### src/core/psd_pkg.sv
/*
  Constants and carrier types for the port 0 soft-strap default logic:
  register offsets, field positions, reset values and loader states.
  Assumes a plain register port with 8-bit addresses and 16-bit data.
*/
package psd_pkg;

  localparam int PSD_ADDR_W = 8;
  localparam int PSD_DATA_W = 16;

  // Register offsets
  localparam logic [7:0] PSD_OFF_STRAP = 8'h00;
  localparam logic [7:0] PSD_OFF_PARTNER = 8'h04;
  localparam logic [7:0] PSD_OFF_ADVERT = 8'h08;
  localparam logic [7:0] PSD_OFF_FLOW = 8'h0C;
  localparam logic [7:0] PSD_OFF_STATUS = 8'h10;

  // Ability fields, shared by the partner and advertisement registers
  localparam int PSD_BIT_10HD = 5;
  localparam int PSD_BIT_10FD = 6;
  localparam int PSD_BIT_100HD = 7;
  localparam int PSD_BIT_100FD = 8;
  localparam int PSD_BIT_PAUSE = 10;
  localparam int PSD_BIT_ASYM = 11;
  localparam logic [15:0] PSD_SELECTOR_RST = 16'h0001;
  localparam logic [15:0] PSD_ADVERT_ABIL_RST = 16'h01E1;

  // Manual flow-control register fields
  localparam int PSD_FLOW_RXP = 0;
  localparam int PSD_FLOW_TXP = 1;
  localparam int PSD_FLOW_BP = 2;
  localparam int PSD_FLOW_MAN = 3;

  // Status register fields
  localparam int PSD_STAT_SPEED = 0;
  localparam int PSD_STAT_FDX = 1;
  localparam int PSD_STAT_READY = 2;
  localparam int PSD_STAT_ANFAIL = 3;
  localparam int PSD_STAT_MAC = 4;

  // Soft-strap set; speed and duplex double as the polarity straps
  typedef struct packed {
    logic manualPause;
    logic fdPause;
    logic backpressure;
    logic duplex;
    logic speed;
  } psd_straps_t;

  localparam psd_straps_t PSD_STRAP_RST = 5'h0F;

  // Speed and duplex indications from the external PHY
  typedef struct packed {
    logic speedPin;
    logic duplexPin;
  } psd_ind_t;

  typedef enum logic [1:0] {
    PSD_LATCH,
    PSD_WAIT_EE,
    PSD_APPLY,
    PSD_RUN
  } psd_load_t;

endpackage

### src/core/psd_port0_straps.sv
/*
  Port 0 soft-strap defaults: strap register, virtual partner ability,
  virtual advertisement and manual flow-control registers, and the
  operating speed and duplex of port 0.
  Assumes a plain register port (read data one cycle after the strobe),
  an EEPROM loader that signals completion, and an external PHY driving
  the speed and duplex indications in MAC mode.
*/
`timescale 1ns/1ns
`default_nettype none
// Notes on behaviour
// - Speed strap sets partner speed ability defaults
// - Failed virtual negotiation runs strap speed
// - Speed and speed polarity share one bit
// - Speed pin decoded by polarity strap
// - Duplex strap sets partner duplex ability defaults
// - Duplex and duplex polarity share one bit
// - Duplex pin decoded by polarity strap
// - Backpressure strap sets backpressure enable default
// - Full-duplex pause strap sets TX/RX enables
// - Same strap sets partner pause defaults
// - Manual pause strap sets advertised pause defaults
// - EEPROM loader overrides every soft strap
module psd_port0_straps
  import psd_pkg::*;
(
  input wire logic clock,
  input wire logic rst,
  input wire logic [PSD_ADDR_W-1:0] addr,
  input wire logic [PSD_DATA_W-1:0] wrData,
  input wire logic wrEn,
  input wire logic rdEn,
  output logic [PSD_DATA_W-1:0] rdData,
  input wire psd_straps_t strapPins,
  input wire logic eeWrite,
  input wire psd_straps_t eeData,
  input wire logic eeDone,
  input wire logic macMode,
  input wire psd_ind_t ind,
  input wire logic anDone,
  input wire logic anFailed,
  input wire logic anSpeed100,
  input wire logic anFullDuplex,
  output logic opSpeed100,
  output logic opFullDuplex,
  output logic backpressureEn,
  output logic txPauseEn,
  output logic rxPauseEn,
  output logic portReady
);

  psd_straps_t straps;
  logic applyDefaults;
  logic loaderReady;
  logic decSpeed100;
  logic decFullDuplex;
  logic [15:0] virtual_partner_ability_reg;
  logic [15:0] virtual_advertise_reg;
  logic [3:0] port0_manual_flow_reg;
  logic [15:0] partnerDefault;
  logic [15:0] advertDefault;
  logic [3:0] flowDefault;
  logic [15:0] readValue;

  psd_strap_loader loader (
    .clock(clock),
    .rst(rst),
    .strapPins(strapPins),
    .eeWrite(eeWrite),
    .eeData(eeData),
    .eeDone(eeDone),
    .straps(straps),
    .applyDefaults(applyDefaults),
    .portReady(loaderReady)
  );

  // One strap bit serves as both select and polarity
  psd_ind_decode decoder (
    .ind(ind),
    .speedPol(straps.speed),
    .duplexPol(straps.duplex),
    .speed100(decSpeed100),
    .fullDuplex(decFullDuplex)
  );

  // Defaults derived from the current straps
  always_comb begin
    partnerDefault = PSD_SELECTOR_RST;
    partnerDefault[PSD_BIT_100FD] = straps.speed & straps.duplex;
    partnerDefault[PSD_BIT_100HD] = straps.speed & ~straps.duplex;
    partnerDefault[PSD_BIT_10FD] = ~straps.speed & straps.duplex;
    partnerDefault[PSD_BIT_10HD] = ~straps.speed & ~straps.duplex;
    partnerDefault[PSD_BIT_PAUSE] = straps.fdPause;
    partnerDefault[PSD_BIT_ASYM] = straps.fdPause;
  end

  // Manual flow control means pause is not negotiated
  always_comb begin
    advertDefault = PSD_ADVERT_ABIL_RST;
    advertDefault[PSD_BIT_PAUSE] = ~straps.manualPause;
    advertDefault[PSD_BIT_ASYM] = ~straps.manualPause;
  end

  always_comb begin
    flowDefault = 4'h0;
    flowDefault[PSD_FLOW_RXP] = straps.fdPause;
    flowDefault[PSD_FLOW_TXP] = straps.fdPause;
    flowDefault[PSD_FLOW_BP] = straps.backpressure;
    flowDefault[PSD_FLOW_MAN] = straps.manualPause;
  end

  // Reload beats a same-cycle software write
  always_ff @(posedge clock) begin
    if (rst) begin
      virtual_partner_ability_reg <= PSD_SELECTOR_RST;
    end else if (applyDefaults) begin
      virtual_partner_ability_reg <= partnerDefault;
    end else if (wrEn && addr == PSD_OFF_PARTNER) begin
      virtual_partner_ability_reg <= wrData;
    end
  end

  always_ff @(posedge clock) begin
    if (rst) begin
      virtual_advertise_reg <= PSD_ADVERT_ABIL_RST;
    end else if (applyDefaults) begin
      virtual_advertise_reg <= advertDefault;
    end else if (wrEn && addr == PSD_OFF_ADVERT) begin
      virtual_advertise_reg <= wrData;
    end
  end

  always_ff @(posedge clock) begin
    if (rst) begin
      port0_manual_flow_reg <= 4'h0;
    end else if (applyDefaults) begin
      port0_manual_flow_reg <= flowDefault;
    end else if (wrEn && addr == PSD_OFF_FLOW) begin
      port0_manual_flow_reg <= wrData[3:0];
    end
  end

  // Flow enables follow the register, gated until defaults are in
  always_ff @(posedge clock) begin
    if (rst) begin
      backpressureEn <= 1'b0;
      txPauseEn <= 1'b0;
      rxPauseEn <= 1'b0;
      portReady <= 1'b0;
    end else begin
      backpressureEn <= loaderReady & port0_manual_flow_reg[PSD_FLOW_BP];
      txPauseEn <= loaderReady & port0_manual_flow_reg[PSD_FLOW_TXP];
      rxPauseEn <= loaderReady & port0_manual_flow_reg[PSD_FLOW_RXP];
      portReady <= loaderReady;
    end
  end

  // Operating speed and duplex; held while nothing has resolved them
  always_ff @(posedge clock) begin
    if (rst) begin
      opSpeed100 <= 1'b0;
      opFullDuplex <= 1'b0;
    end else if (loaderReady) begin
      if (macMode) begin
        opSpeed100 <= decSpeed100;
        opFullDuplex <= decFullDuplex;
      end else if (anFailed) begin
        // Parallel detection cannot learn duplex, so half duplex
        opSpeed100 <= straps.speed;
        opFullDuplex <= 1'b0;
      end else if (anDone) begin
        opSpeed100 <= anSpeed100;
        opFullDuplex <= anFullDuplex;
      end
    end
  end

  always_comb begin
    readValue = 16'h0000;
    unique case (addr)
      PSD_OFF_STRAP: readValue = {11'h000, straps};
      PSD_OFF_PARTNER: readValue = virtual_partner_ability_reg;
      PSD_OFF_ADVERT: readValue = virtual_advertise_reg;
      PSD_OFF_FLOW: readValue = {12'h000, port0_manual_flow_reg};
      PSD_OFF_STATUS: begin
        readValue[PSD_STAT_SPEED] = opSpeed100;
        readValue[PSD_STAT_FDX] = opFullDuplex;
        readValue[PSD_STAT_READY] = portReady;
        readValue[PSD_STAT_ANFAIL] = anFailed;
        readValue[PSD_STAT_MAC] = macMode;
      end
      default: readValue = 16'h0000;
    endcase
  end

  // Read data stands only in the cycle after the strobe
  always_ff @(posedge clock) begin
    if (rst) begin
      rdData <= 16'h0000;
    end else if (rdEn) begin
      rdData <= readValue;
    end else begin
      rdData <= 16'h0000;
    end
  end
endmodule
`default_nettype wire

### src/core/psd_strap_loader.sv
/*
  Soft-strap holder: latches strap pins after reset, accepts EEPROM
  loader overrides, and pulses a reload of register defaults.
  Assumes strap pins are stable in the cycle after reset release.
*/
`timescale 1ns/1ns
`default_nettype none
module psd_strap_loader
  import psd_pkg::*;
(
  input wire logic clock,
  input wire logic rst,
  input wire psd_straps_t strapPins,
  input wire logic eeWrite,
  input wire psd_straps_t eeData,
  input wire logic eeDone,
  output psd_straps_t straps,
  output logic applyDefaults,
  output logic portReady
);

  psd_load_t state_r;

  always_ff @(posedge clock) begin
    if (rst) begin
      state_r <= PSD_LATCH;
    end else begin
      unique case (state_r)
        PSD_LATCH: state_r <= PSD_WAIT_EE;
        PSD_WAIT_EE: if (eeDone) state_r <= PSD_APPLY;
        PSD_APPLY: state_r <= PSD_RUN;
        // A later EEPROM reload restores defaults again
        PSD_RUN: if (eeWrite) state_r <= PSD_APPLY;
      endcase
    end
  end

  always_ff @(posedge clock) begin
    if (rst) begin
      straps <= PSD_STRAP_RST;
    end else if (eeWrite) begin
      straps <= eeData;
    end else if (state_r == PSD_LATCH) begin
      straps <= strapPins;
    end
  end

  always_ff @(posedge clock) begin
    if (rst) begin
      applyDefaults <= 1'b0;
      portReady <= 1'b0;
    end else begin
      applyDefaults <= (state_r == PSD_WAIT_EE && eeDone) ||
                       (state_r == PSD_RUN && eeWrite);
      portReady <= (state_r == PSD_APPLY) ||
                   (state_r == PSD_RUN && !eeWrite);
    end
  end
endmodule
`default_nettype wire

### src/core/psd_ind_decode.sv
/*
  Polarity decoder for the port 0 speed and duplex indication inputs.
  Assumes the polarity bits are the shared speed and duplex straps.
*/
`timescale 1ns/1ns
`default_nettype none
module psd_ind_decode
  import psd_pkg::*;
(
  input wire psd_ind_t ind,
  input wire logic speedPol,
  input wire logic duplexPol,
  output logic speed100,
  output logic fullDuplex
);

  // Polarity 1 means a high pin selects 100 Mbit or full duplex
  always_comb begin
    speed100 = ~(ind.speedPin ^ speedPol);
    fullDuplex = ~(ind.duplexPin ^ duplexPol);
  end

endmodule
`default_nettype wire

### config.mk
export PLATFORM = sky130hd
export DESIGN_NAME = psd_port0_straps
export DESIGN_NICKNAME = d
export VERILOG_FILES = /design/src/core/psd_pkg.sv /design/src/core/psd_port0_straps.sv /design/src/core/psd_strap_loader.sv /design/src/core/psd_ind_decode.sv
export SDC_FILE = /design/constraint.sdc
export NUM_CORES = 1
export LEC_CHECK = 0
export ABC_AREA = 0
export BUFFER_PORTS_ARGS = -buffer_cell sky130_fd_sc_hd__buf_2
export CORE_MARGIN = 5
export CORE_UTILIZATION = 54
export CTS_BUF_LIST = sky130_fd_sc_hd__clkbuf_4 sky130_fd_sc_hd__clkbuf_8
export CTS_CLUSTER_DIAMETER = 40
export CTS_CLUSTER_SIZE = 24
export DETAILED_ROUTE_END_ITERATION = 12
export PLACE_DENSITY = 0.87
export RECOVER_POWER = 100
export SYNTH_ARGS = -nofsm -noshare
export SYNTH_HDL_FRONTEND = slang
export SYNTH_HIERARCHICAL = 1
export SYNTH_SLANG_ARGS = --single-unit
### constraint.sdc
create_clock -name clock -period 2.3 [get_ports clock]
set_clock_uncertainty 0.1 [all_clocks]
set_input_delay 0.23 -clock clock [delete_from_list [all_inputs] [get_ports clock]]
set_output_delay 0.23 -clock clock [all_outputs]
set_load 0.01 [all_outputs]
# Yosys cells after proc, flatten, opt, wreduce, memory -nomap -nowiden
# Index checks and enable logic that the tools add are counted.
# op_classes
n_eq_ne	9
n_mux	19
reduce_logical	20
bitwise	15
# op_table
cell	n
2-to-1 mux 12 bit	4
one-hot mux 5 bit (5 select lines)	1
one-hot mux 11 bit (2 select lines)	1
== test 8 x 4 -> 1 bit, second input constant	2
2-to-1 mux 5 bit	2
== test 8 x 3 -> 1 bit, second input constant	1
== test 8 x 5 -> 1 bit, second input constant	1
logical NOT 8 bit	1
2-to-1 mux 4 bit	2
one-hot mux 2 bit (4 select lines)	1
nonzero test 2 bit	4
bitwise AND 1 bit	7
logical AND 1 bit	6
2-to-1 mux 1 bit	6
inverter 1 bit	6
== test 2 bit, second input constant	2
2-to-1 mux 2 bit	2
!= test 2 bit, second input constant	2
AND reduction 2 bit	2
OR reduction 2 bit	2
nonzero test 3 bit	1
== test 2 x 1 -> 1 bit, second input constant	1
logical NOT 2 bit	1
logical OR 1 bit	2
other kinds (2)	3
# word_totals
elab_cells	83
register_bits	67
out_inout_bits	22
in_bits	47

# Longest topological paths before layout
# Gate-level depths: netlist of the first run.
# logic_depth
depth_word	4
ltp_mapped	6
mapped_depth_nobuf	4

# Modules after synthesis
# Netlist of the first run, hierarchy kept.
# by_module_without_submodules
module	area_each_um2	instances	seq_area_each_um2	cells_each
psd_port0_straps	2567.5	1	1161.1	285
psd_strap_loader	401.6	1	180.2	34
psd_ind_decode	17.5	1	0.0	2

# Least setup slack after synthesis of the first run
# No wires, ideal clock.
# synth_path
kind	input to register
startpoint	input port addr[4]
endpoint	register port0_manual_flow_reg[0]
arrival_ns	1.544
path_buffers	1
stages	4
setup_time_ns	0.122
path_slack_ns	0.534
required_ns	2.078
path_cell_list	buf_6 -> or4b_4 -> or3_4 -> o311a_1
# synth_via
elab_chain_len	3
# synth_rtl
element	line_no	source
start, declared	psd_port0_straps.sv:29	input wire logic [PSD_ADDR_W-1:0] addr,
== test 8 x 4 -> 1 bit	psd_port0_straps.sv:138	end else if (wrEn && addr == PSD_OFF_FLOW) begin
logical AND 1 bit	psd_port0_straps.sv:138	
nonzero test 2 bit (no source line)	n/a	
end signal, assigned	psd_port0_straps.sv:137	port0_manual_flow_reg <= flowDefault;
end signal, assigned	psd_port0_straps.sv:139	port0_manual_flow_reg <= wrData[3:0];
end, declared	psd_port0_straps.sv:59	logic [3:0] port0_manual_flow_reg;
# Every way passes these cells.
# A chain may end at the register's enable or synchronous reset.

# Final worst setup path of the first run
# layout_path
startpoint	input port addr[4]
endpoint	register port0_manual_flow_reg[1]
# Same word-level chain as after synthesis.

==> results_dict.tcl, run 1 <==
set metrics [dict create \
    avgSynthCellArea_um2 9.30 \
    die_x_um 84.4 \
    root_buffer "clkbuf_8" \
    synth_seq_area_share 0.449 \
    layout.nets 430 \
    insertion_delay_ns 0.34 \
    gp_congestion 0.856 \
    setup_tns_ns 0 \
    grt_max_degree 32 \
    post-place-ws_ns 0.424 \
    yosys_register_bits 67 \
    cpMaxStageDelayCell "or4b_1" \
    htree_num_levels 3 \
    p_leak_nw 1.36 \
    finalPower_mw 2.62 \
    cts_inserted_buffers 9 \
    synth_area_leaders "dfxtp_1 45%, o31ai_1 5.8%, a21oi_1 5.5%, nand4_1 5.2%, o311a_1 3.7%" \
    cts_resized 0 \
    drive_gt1_frac 0.229 \
    drv_slew 0 \
    rows 27 \
    synth_top_cell_by_area "dfxtp_1" \
    path_delay_family "simple AND/OR/NAND/NOR gates" \
    numPortBuffers 68 \
    status "complete, no violations" \
    ios 69 \
    initial_core_util 0.549 \
    chipHeight_um 84.4 \
    grt_overflow 0 \
    wirelength_um 7990 \
    setup_viol 0 \
    max_freq_mhz 531 \
    drt_first_iter_violations 272 \
    maxSlewHeadroom 0.541 \
    ys_warn_count 6 \
    wl_per_cell_um 17.4 \
    path_buf_inv 2 \
    clock-sinks 67 \
    worst-endpoint-arrival_ns 2.06 \
    power_density_nw_per_um2 730 \
    clk_path_buf_depth 2 \
    fin_cells 460 \
    crit_path_start_kind "input pin" \
    cp.required_ns 2.48 \
    cts_tree "done" \
    cts_hold_buf 0 \
    coreArea_um2 5440 \
    antenna_found_initial 0 \
    grt_pass1_vias 2702 \
    numPlacedInstances 444 \
    hold_ws_ns 0.0536 \
    crit_chain "clkbuf_1 > or4b_1 > clkbuf_2 > o31ai_1 > o311a_1" \
    fp.dieArea_um2 7120 \
    syn_to_final_growth_pct 20.0 \
    tightest_slew_ns 0.688 \
    period_share 0.819 \
    dpl_cell_area_um2 3400 \
    drc 0 \
    syn_inst 321 \
    r2r_setup_slack_ns 0.75 \
    min_path_type "input pin to register" \
    ant_nets 0 \
    post_cts_buffers 0 \
    grtUsageTotal 0.224 \
    syn-num-nets 368 \
    ys_types 42 \
    path_max_fanout 30 \
    clk_pin_slew_ns 0.07 \
    grt_setup_unrepaired "false" \
    routed-via-count 2851 \
    period_minus_slack_ns 1.88 \
    fin_ws_ns 0.416 \
    first_pass_iters 5 \
    design_area_um2 3580 \
    worstSetupEndpointType "register" \
    netlist_area_um2 2990 \
    path_class "input pin to register" \
    hold_violations 0 \
    drt-vias-per-instance 6.20 \
    cpPeakStageDelay_ns 0.62 \
    post-route-util 0.659 \
    maxCapViolCount 0 \
    peakVddDrop_mv 0.451 \
    dp_hpwl_um 5260 \
    grt_pass1_wl_um 12800 \
    n_antenna_cell 0 \
    synth_top_area_frac 0.449 \
]
-- cell families (layout without fill, tap and decap cells) --
logic type / after synthesis / count (layout) / share of synthesized area
flip-flops: 67 / 67 / 0.449
AND/OR/NAND/NOR: 103 / 103 / 0.192
AO/OA/AOI/OAI: 99 / 99 / 0.228
multiplexers: 15 / 15 / 0.0746
XOR/XNOR: 2 / 2 / 0.00587
buffers and inverters: 35 / 102 / 0.0507
-- synthesized netlist by cell type --
master      n
a2111oi_0   1
a211oi_1    2
a21oi_1    33
a22oi_1    12
a311oi_1    1
a31oi_1     6
and2_1      4
and3b_1     2
buf_1       1
buf_2       4
buf_6       2
clkbuf_1   24
dfxtp_1    67
inv_1       4
mux2_2      2
mux2_4      4
mux2i_1     5
mux4_2      4
nand2_1     9
nand2b_1   10
nand3_1     6
nand4_1    25
nor2_1     27
nor2_2      1
nor2b_1     3
nor3_1      3
nor3b_1     1
nor4_1      6
nor4b_1     1
nor4b_2     1
o211ai_1    1
o21a_1      1
o21ai_0     6
o21bai_4    1
o311a_1    11
o31a_1      1
o31ai_1    23
or2_2       1
or3_1       1
or3_4       1
or4b_4      1
xnor2_1     2
-- layout by cell type, fill, tap and decap left out, types with 9 or more instances in the layout --
| cell type | netlist | final |
|---|---|---|
| clkbuf_8 | 0 | 11 |
| o31ai_1 | 23 | 23 |
| buf_2 | 4 | 44 |
| o311a_1 | 11 | 11 |
| nand2_1 | 9 | 9 |
| dfxtp_1 | 67 | 67 |
| nand4_1 | 25 | 25 |
| nand2b_1 | 10 | 10 |
| a21oi_1 | 33 | 33 |
| clkbuf_1 | 24 | 24 |
| nor2_1 | 27 | 27 |
| buf_4 | 0 | 13 |
| a22oi_1 | 12 | 12 |
-- power by group --
part           internal, mW  switching [mW]
registers              1.19          0.0336
clock network         0.680           0.433
logic                 0.121           0.156
total                  1.99           0.623
-- routing by layer --
metal,global-route usage,wire (um)
met1,0.282,3320
met2,0.358,3720
met3,0.0677,813
met4,0.0921,138
met5,0,0
-- worst paths after layout --
path,startpoint,to,depth (start not counted)
setup / recovery,addr[4],port0_manual_flow_reg[1]$_SDFFE_PP0P_,5
hold / removal,wrData[13],virtual_advertise_reg[13]$_SDFFE_PP0P_,3
setup reg to reg,loader/applyDefaults$_SDFF_PP0_,virtual_partner_ability_reg[5]$_SDFFE_PP0P_,3
hold reg to reg,virtual_partner_ability_reg[15]$_SDFFE_PP0P_,virtual_partner_ability_reg[15]$_SDFFE_PP0P_,2
-- tightest hold or removal path: stages --
cell and delay [ns]:
buf_2 0.10, nand4_1 0.06, a21oi_1 0.05
-- cell type report --
class | count | area, um2
clock buffers | 12 | 159
clock inverters | 4 | 72.6
fillers | 475 | 1860
inverters | 4 | 15.0
multi-input cells | 219 | 1490
flip-flops and latches | 67 | 1340
well taps | 72 | 90.1
repair buffers | 82 | 413
Power figures use the tool's default switching activity.
==> run 2: changes to the inputs <==
- CORE_UTILIZATION: 54 -> 50
- PLACE_DENSITY: 0.87 -> 0.85
- clock period: 2.3 -> 1.65 ns (I/O delays scaled with it)
==> run 2 against run 1 <==
Sequential cell count unchanged. Sequential power rose by 39%. Sequential share of layout area is 1.5 points lower. Count of clock-buffer cells in the layout stayed put. Hold slack lost 0.044 ns. Wire length up 4.0%. Non-clock buffer count up 16. First-iteration DRC count rose by 91%. Largest cell class unchanged. Register-to-register slack got worse by 0.41 ns. Clock power rose by 42%.
==> results_dict.tcl, run 2 (synthesized netlist as in run 1, its figures left out) <==
set metrics [dict create \
    power.switching_mw 0.900 \
    path_max_fanout 4 \
    worstSetupEndpointType "register" \
    grtUsageMet3 0.0558 \
    chipHeight_um 87.3 \
    wirelength_um 8300 \
    power_density_nw_per_um2 991 \
    hold_end "virtual_partner_ability_reg[4]$_SDFFE_PP0P_" \
    initial_core_util 0.510 \
    layout.nets 446 \
    p_leak_nw 1.44 \
    routed-via-count 2950 \
    htree_num_levels 3 \
    ios 69 \
    worst-endpoint-arrival_ns 1.61 \
    peakVddDrop_mv 0.592 \
    grt_max_degree 31 \
    worstSetupStartpoint "addr[0]" \
    grt_overflow 0 \
    mostFrequentLayoutCell "dfxtp_1" \
    first_pass_iters 5 \
    clock-sinks 67 \
    hold_depth 3 \
    tightest_slew_ns 0.476 \
    hold_ws_ns 0.00937 \
    min_path_type "input pin to register" \
    mostFrequentLayoutCells "66 x dfxtp_1, 45 x buf_2, 33 x a21oi_1" \
    grt_pass1_vias 2779 \
    fin_cells 479 \
    wl_per_cell_um 17.3 \
    grt_setup_unrepaired "false" \
    p_int_mw 2.80 \
    period_share 0.896 \
    fp.dieArea_um2 7620 \
    drive_gt1_frac 0.250 \
    clk_path_buf_depth 2 \
    numPlacedInstances 458 \
    r2r_setup_slack_ns 0.34 \
    dp_hpwl_um 5580 \
    p_comb_frac 0.112 \
    seqPwrFrac 0.462 \
    ant_nets 0 \
    coreArea_um2 5850 \
    busiest_layer "met2" \
    status "complete, no violations" \
    syn_to_final_growth_pct 25.1 \
    cts_inserted_buffers 9 \
    ff2ff_path_depth 2 \
    path_class "input pin to register" \
    cp.required_ns 1.78 \
    insertion_delay_ns 0.34 \
    drc 0 \
    gp_congestion 0.912 \
    grtUsageTotal 0.228 \
    post_cts_buffers 0 \
    r2r_end "virtual_advertise_reg[1]$_SDFFE_PP0P_" \
    hold_violations 0 \
    die_x_um 87.3 \
    root_buffer "clkbuf_8" \
    max_freq_mhz 676 \
    p_sw_frac 0.243 \
    grt_pass1_wl_um 13700 \
    maxSlewHeadroom 0.683 \
    clkPwrFrac 0.426 \
    drt_first_iter_violations 519 \
    cts_tree "done" \
    rows 28 \
    antenna_found_initial 0 \
    setup_viol 0 \
    clk_pin_slew_ns 0.07 \
    drt-vias-per-instance 6.16 \
    setup_tns_ns 0 \
    n_fill_cell 475 \
    r2r_start "loader/applyDefaults$_SDFF_PP0_" \
    n_antenna_cell 0 \
    period_minus_slack_ns 1.48 \
    hold_start "wrData[4]" \
    drv_slew 0 \
    grtUsageMet1 0.302 \
    crit_path_start_kind "input pin" \
    maxCapViolCount 0 \
    numPortBuffers 68 \
    met2_usage 0.361 \
]
==> run 2: critical path, stage by stage <==
cell,delay [ns]
buf_2,0.10
or4b_1,0.57
or3_1,0.46
o311a_1,0.31
==> run 2: per-layer routing <==
metal  routed length (um)  vias up
li1                     -     1376
met1                 3370     1405
met2                 4060      146
met3                  698       23
met4                  181        0
met5                    0        -
==> run 2: power groups by stage <==
stage	clock network, mW	registers, mW	logic (mW)
floorplan	0	1.73	0.250
global placement	0	1.74	0.389
detailed placement	0	1.74	0.401
CTS	1.59	1.71	0.413
global route	1.68	1.72	0.455
finish	1.58	1.71	0.415
==> run 2: final cells by class <==
cell class / count / area, um2 / share of cell area
clock buffer: 12 / 159 / 0.0425
clock inverter: 4 / 72.6 / 0.0194
inverter: 4 / 15.0 / 0.00402
multi-input combinational: 219 / 1500 / 0.401
sequential: 67 / 1340 / 0.359
tap: 75 / 93.8 / 0.0251
timing repair buffer: 98 / 556 / 0.149
==> run 2: worst max path at each step <==
stage,end,slack [ns]
2_1_floorplan,port0_manual_flow_reg[0]$_SDFFE_PP0P_,-0.02
3_3_place_gp,port0_manual_flow_reg[0]$_SDFFE_PP0P_,-0.09
3_5_place_dp,port0_manual_flow_reg[3]$_SDFFE_PP0P_,-0.11
4_1_cts,virtual_advertise_reg[10]$_SDFFE_PP0P_,0.12
5_1_grt,port0_manual_flow_reg[3]$_SDFFE_PP0P_,0.15
6_report,port0_manual_flow_reg[3]$_SDFFE_PP0P_,0.17
==> run 2: repair_timing <==
action	4_1_cts	5_1_grt
endpoints found under the hold margin	10	0
gates resized for setup	0	1
setup endpoints to repair	0	14
hold buffers	5	0
==> run 2: through the flow <==
step,cell area (um2),worst slack [ns],util,power [mW]
final,3740,0.172,0.639,3.70
after floorplan,2990,-0.0190,-,1.98
after global routing,3740,0.148,0.639,3.85
after global placement,3500,-0.0868,0.598,2.13
after CTS,3780,0.116,0.646,3.71
after detailed placement,3500,-0.109,0.598,2.15
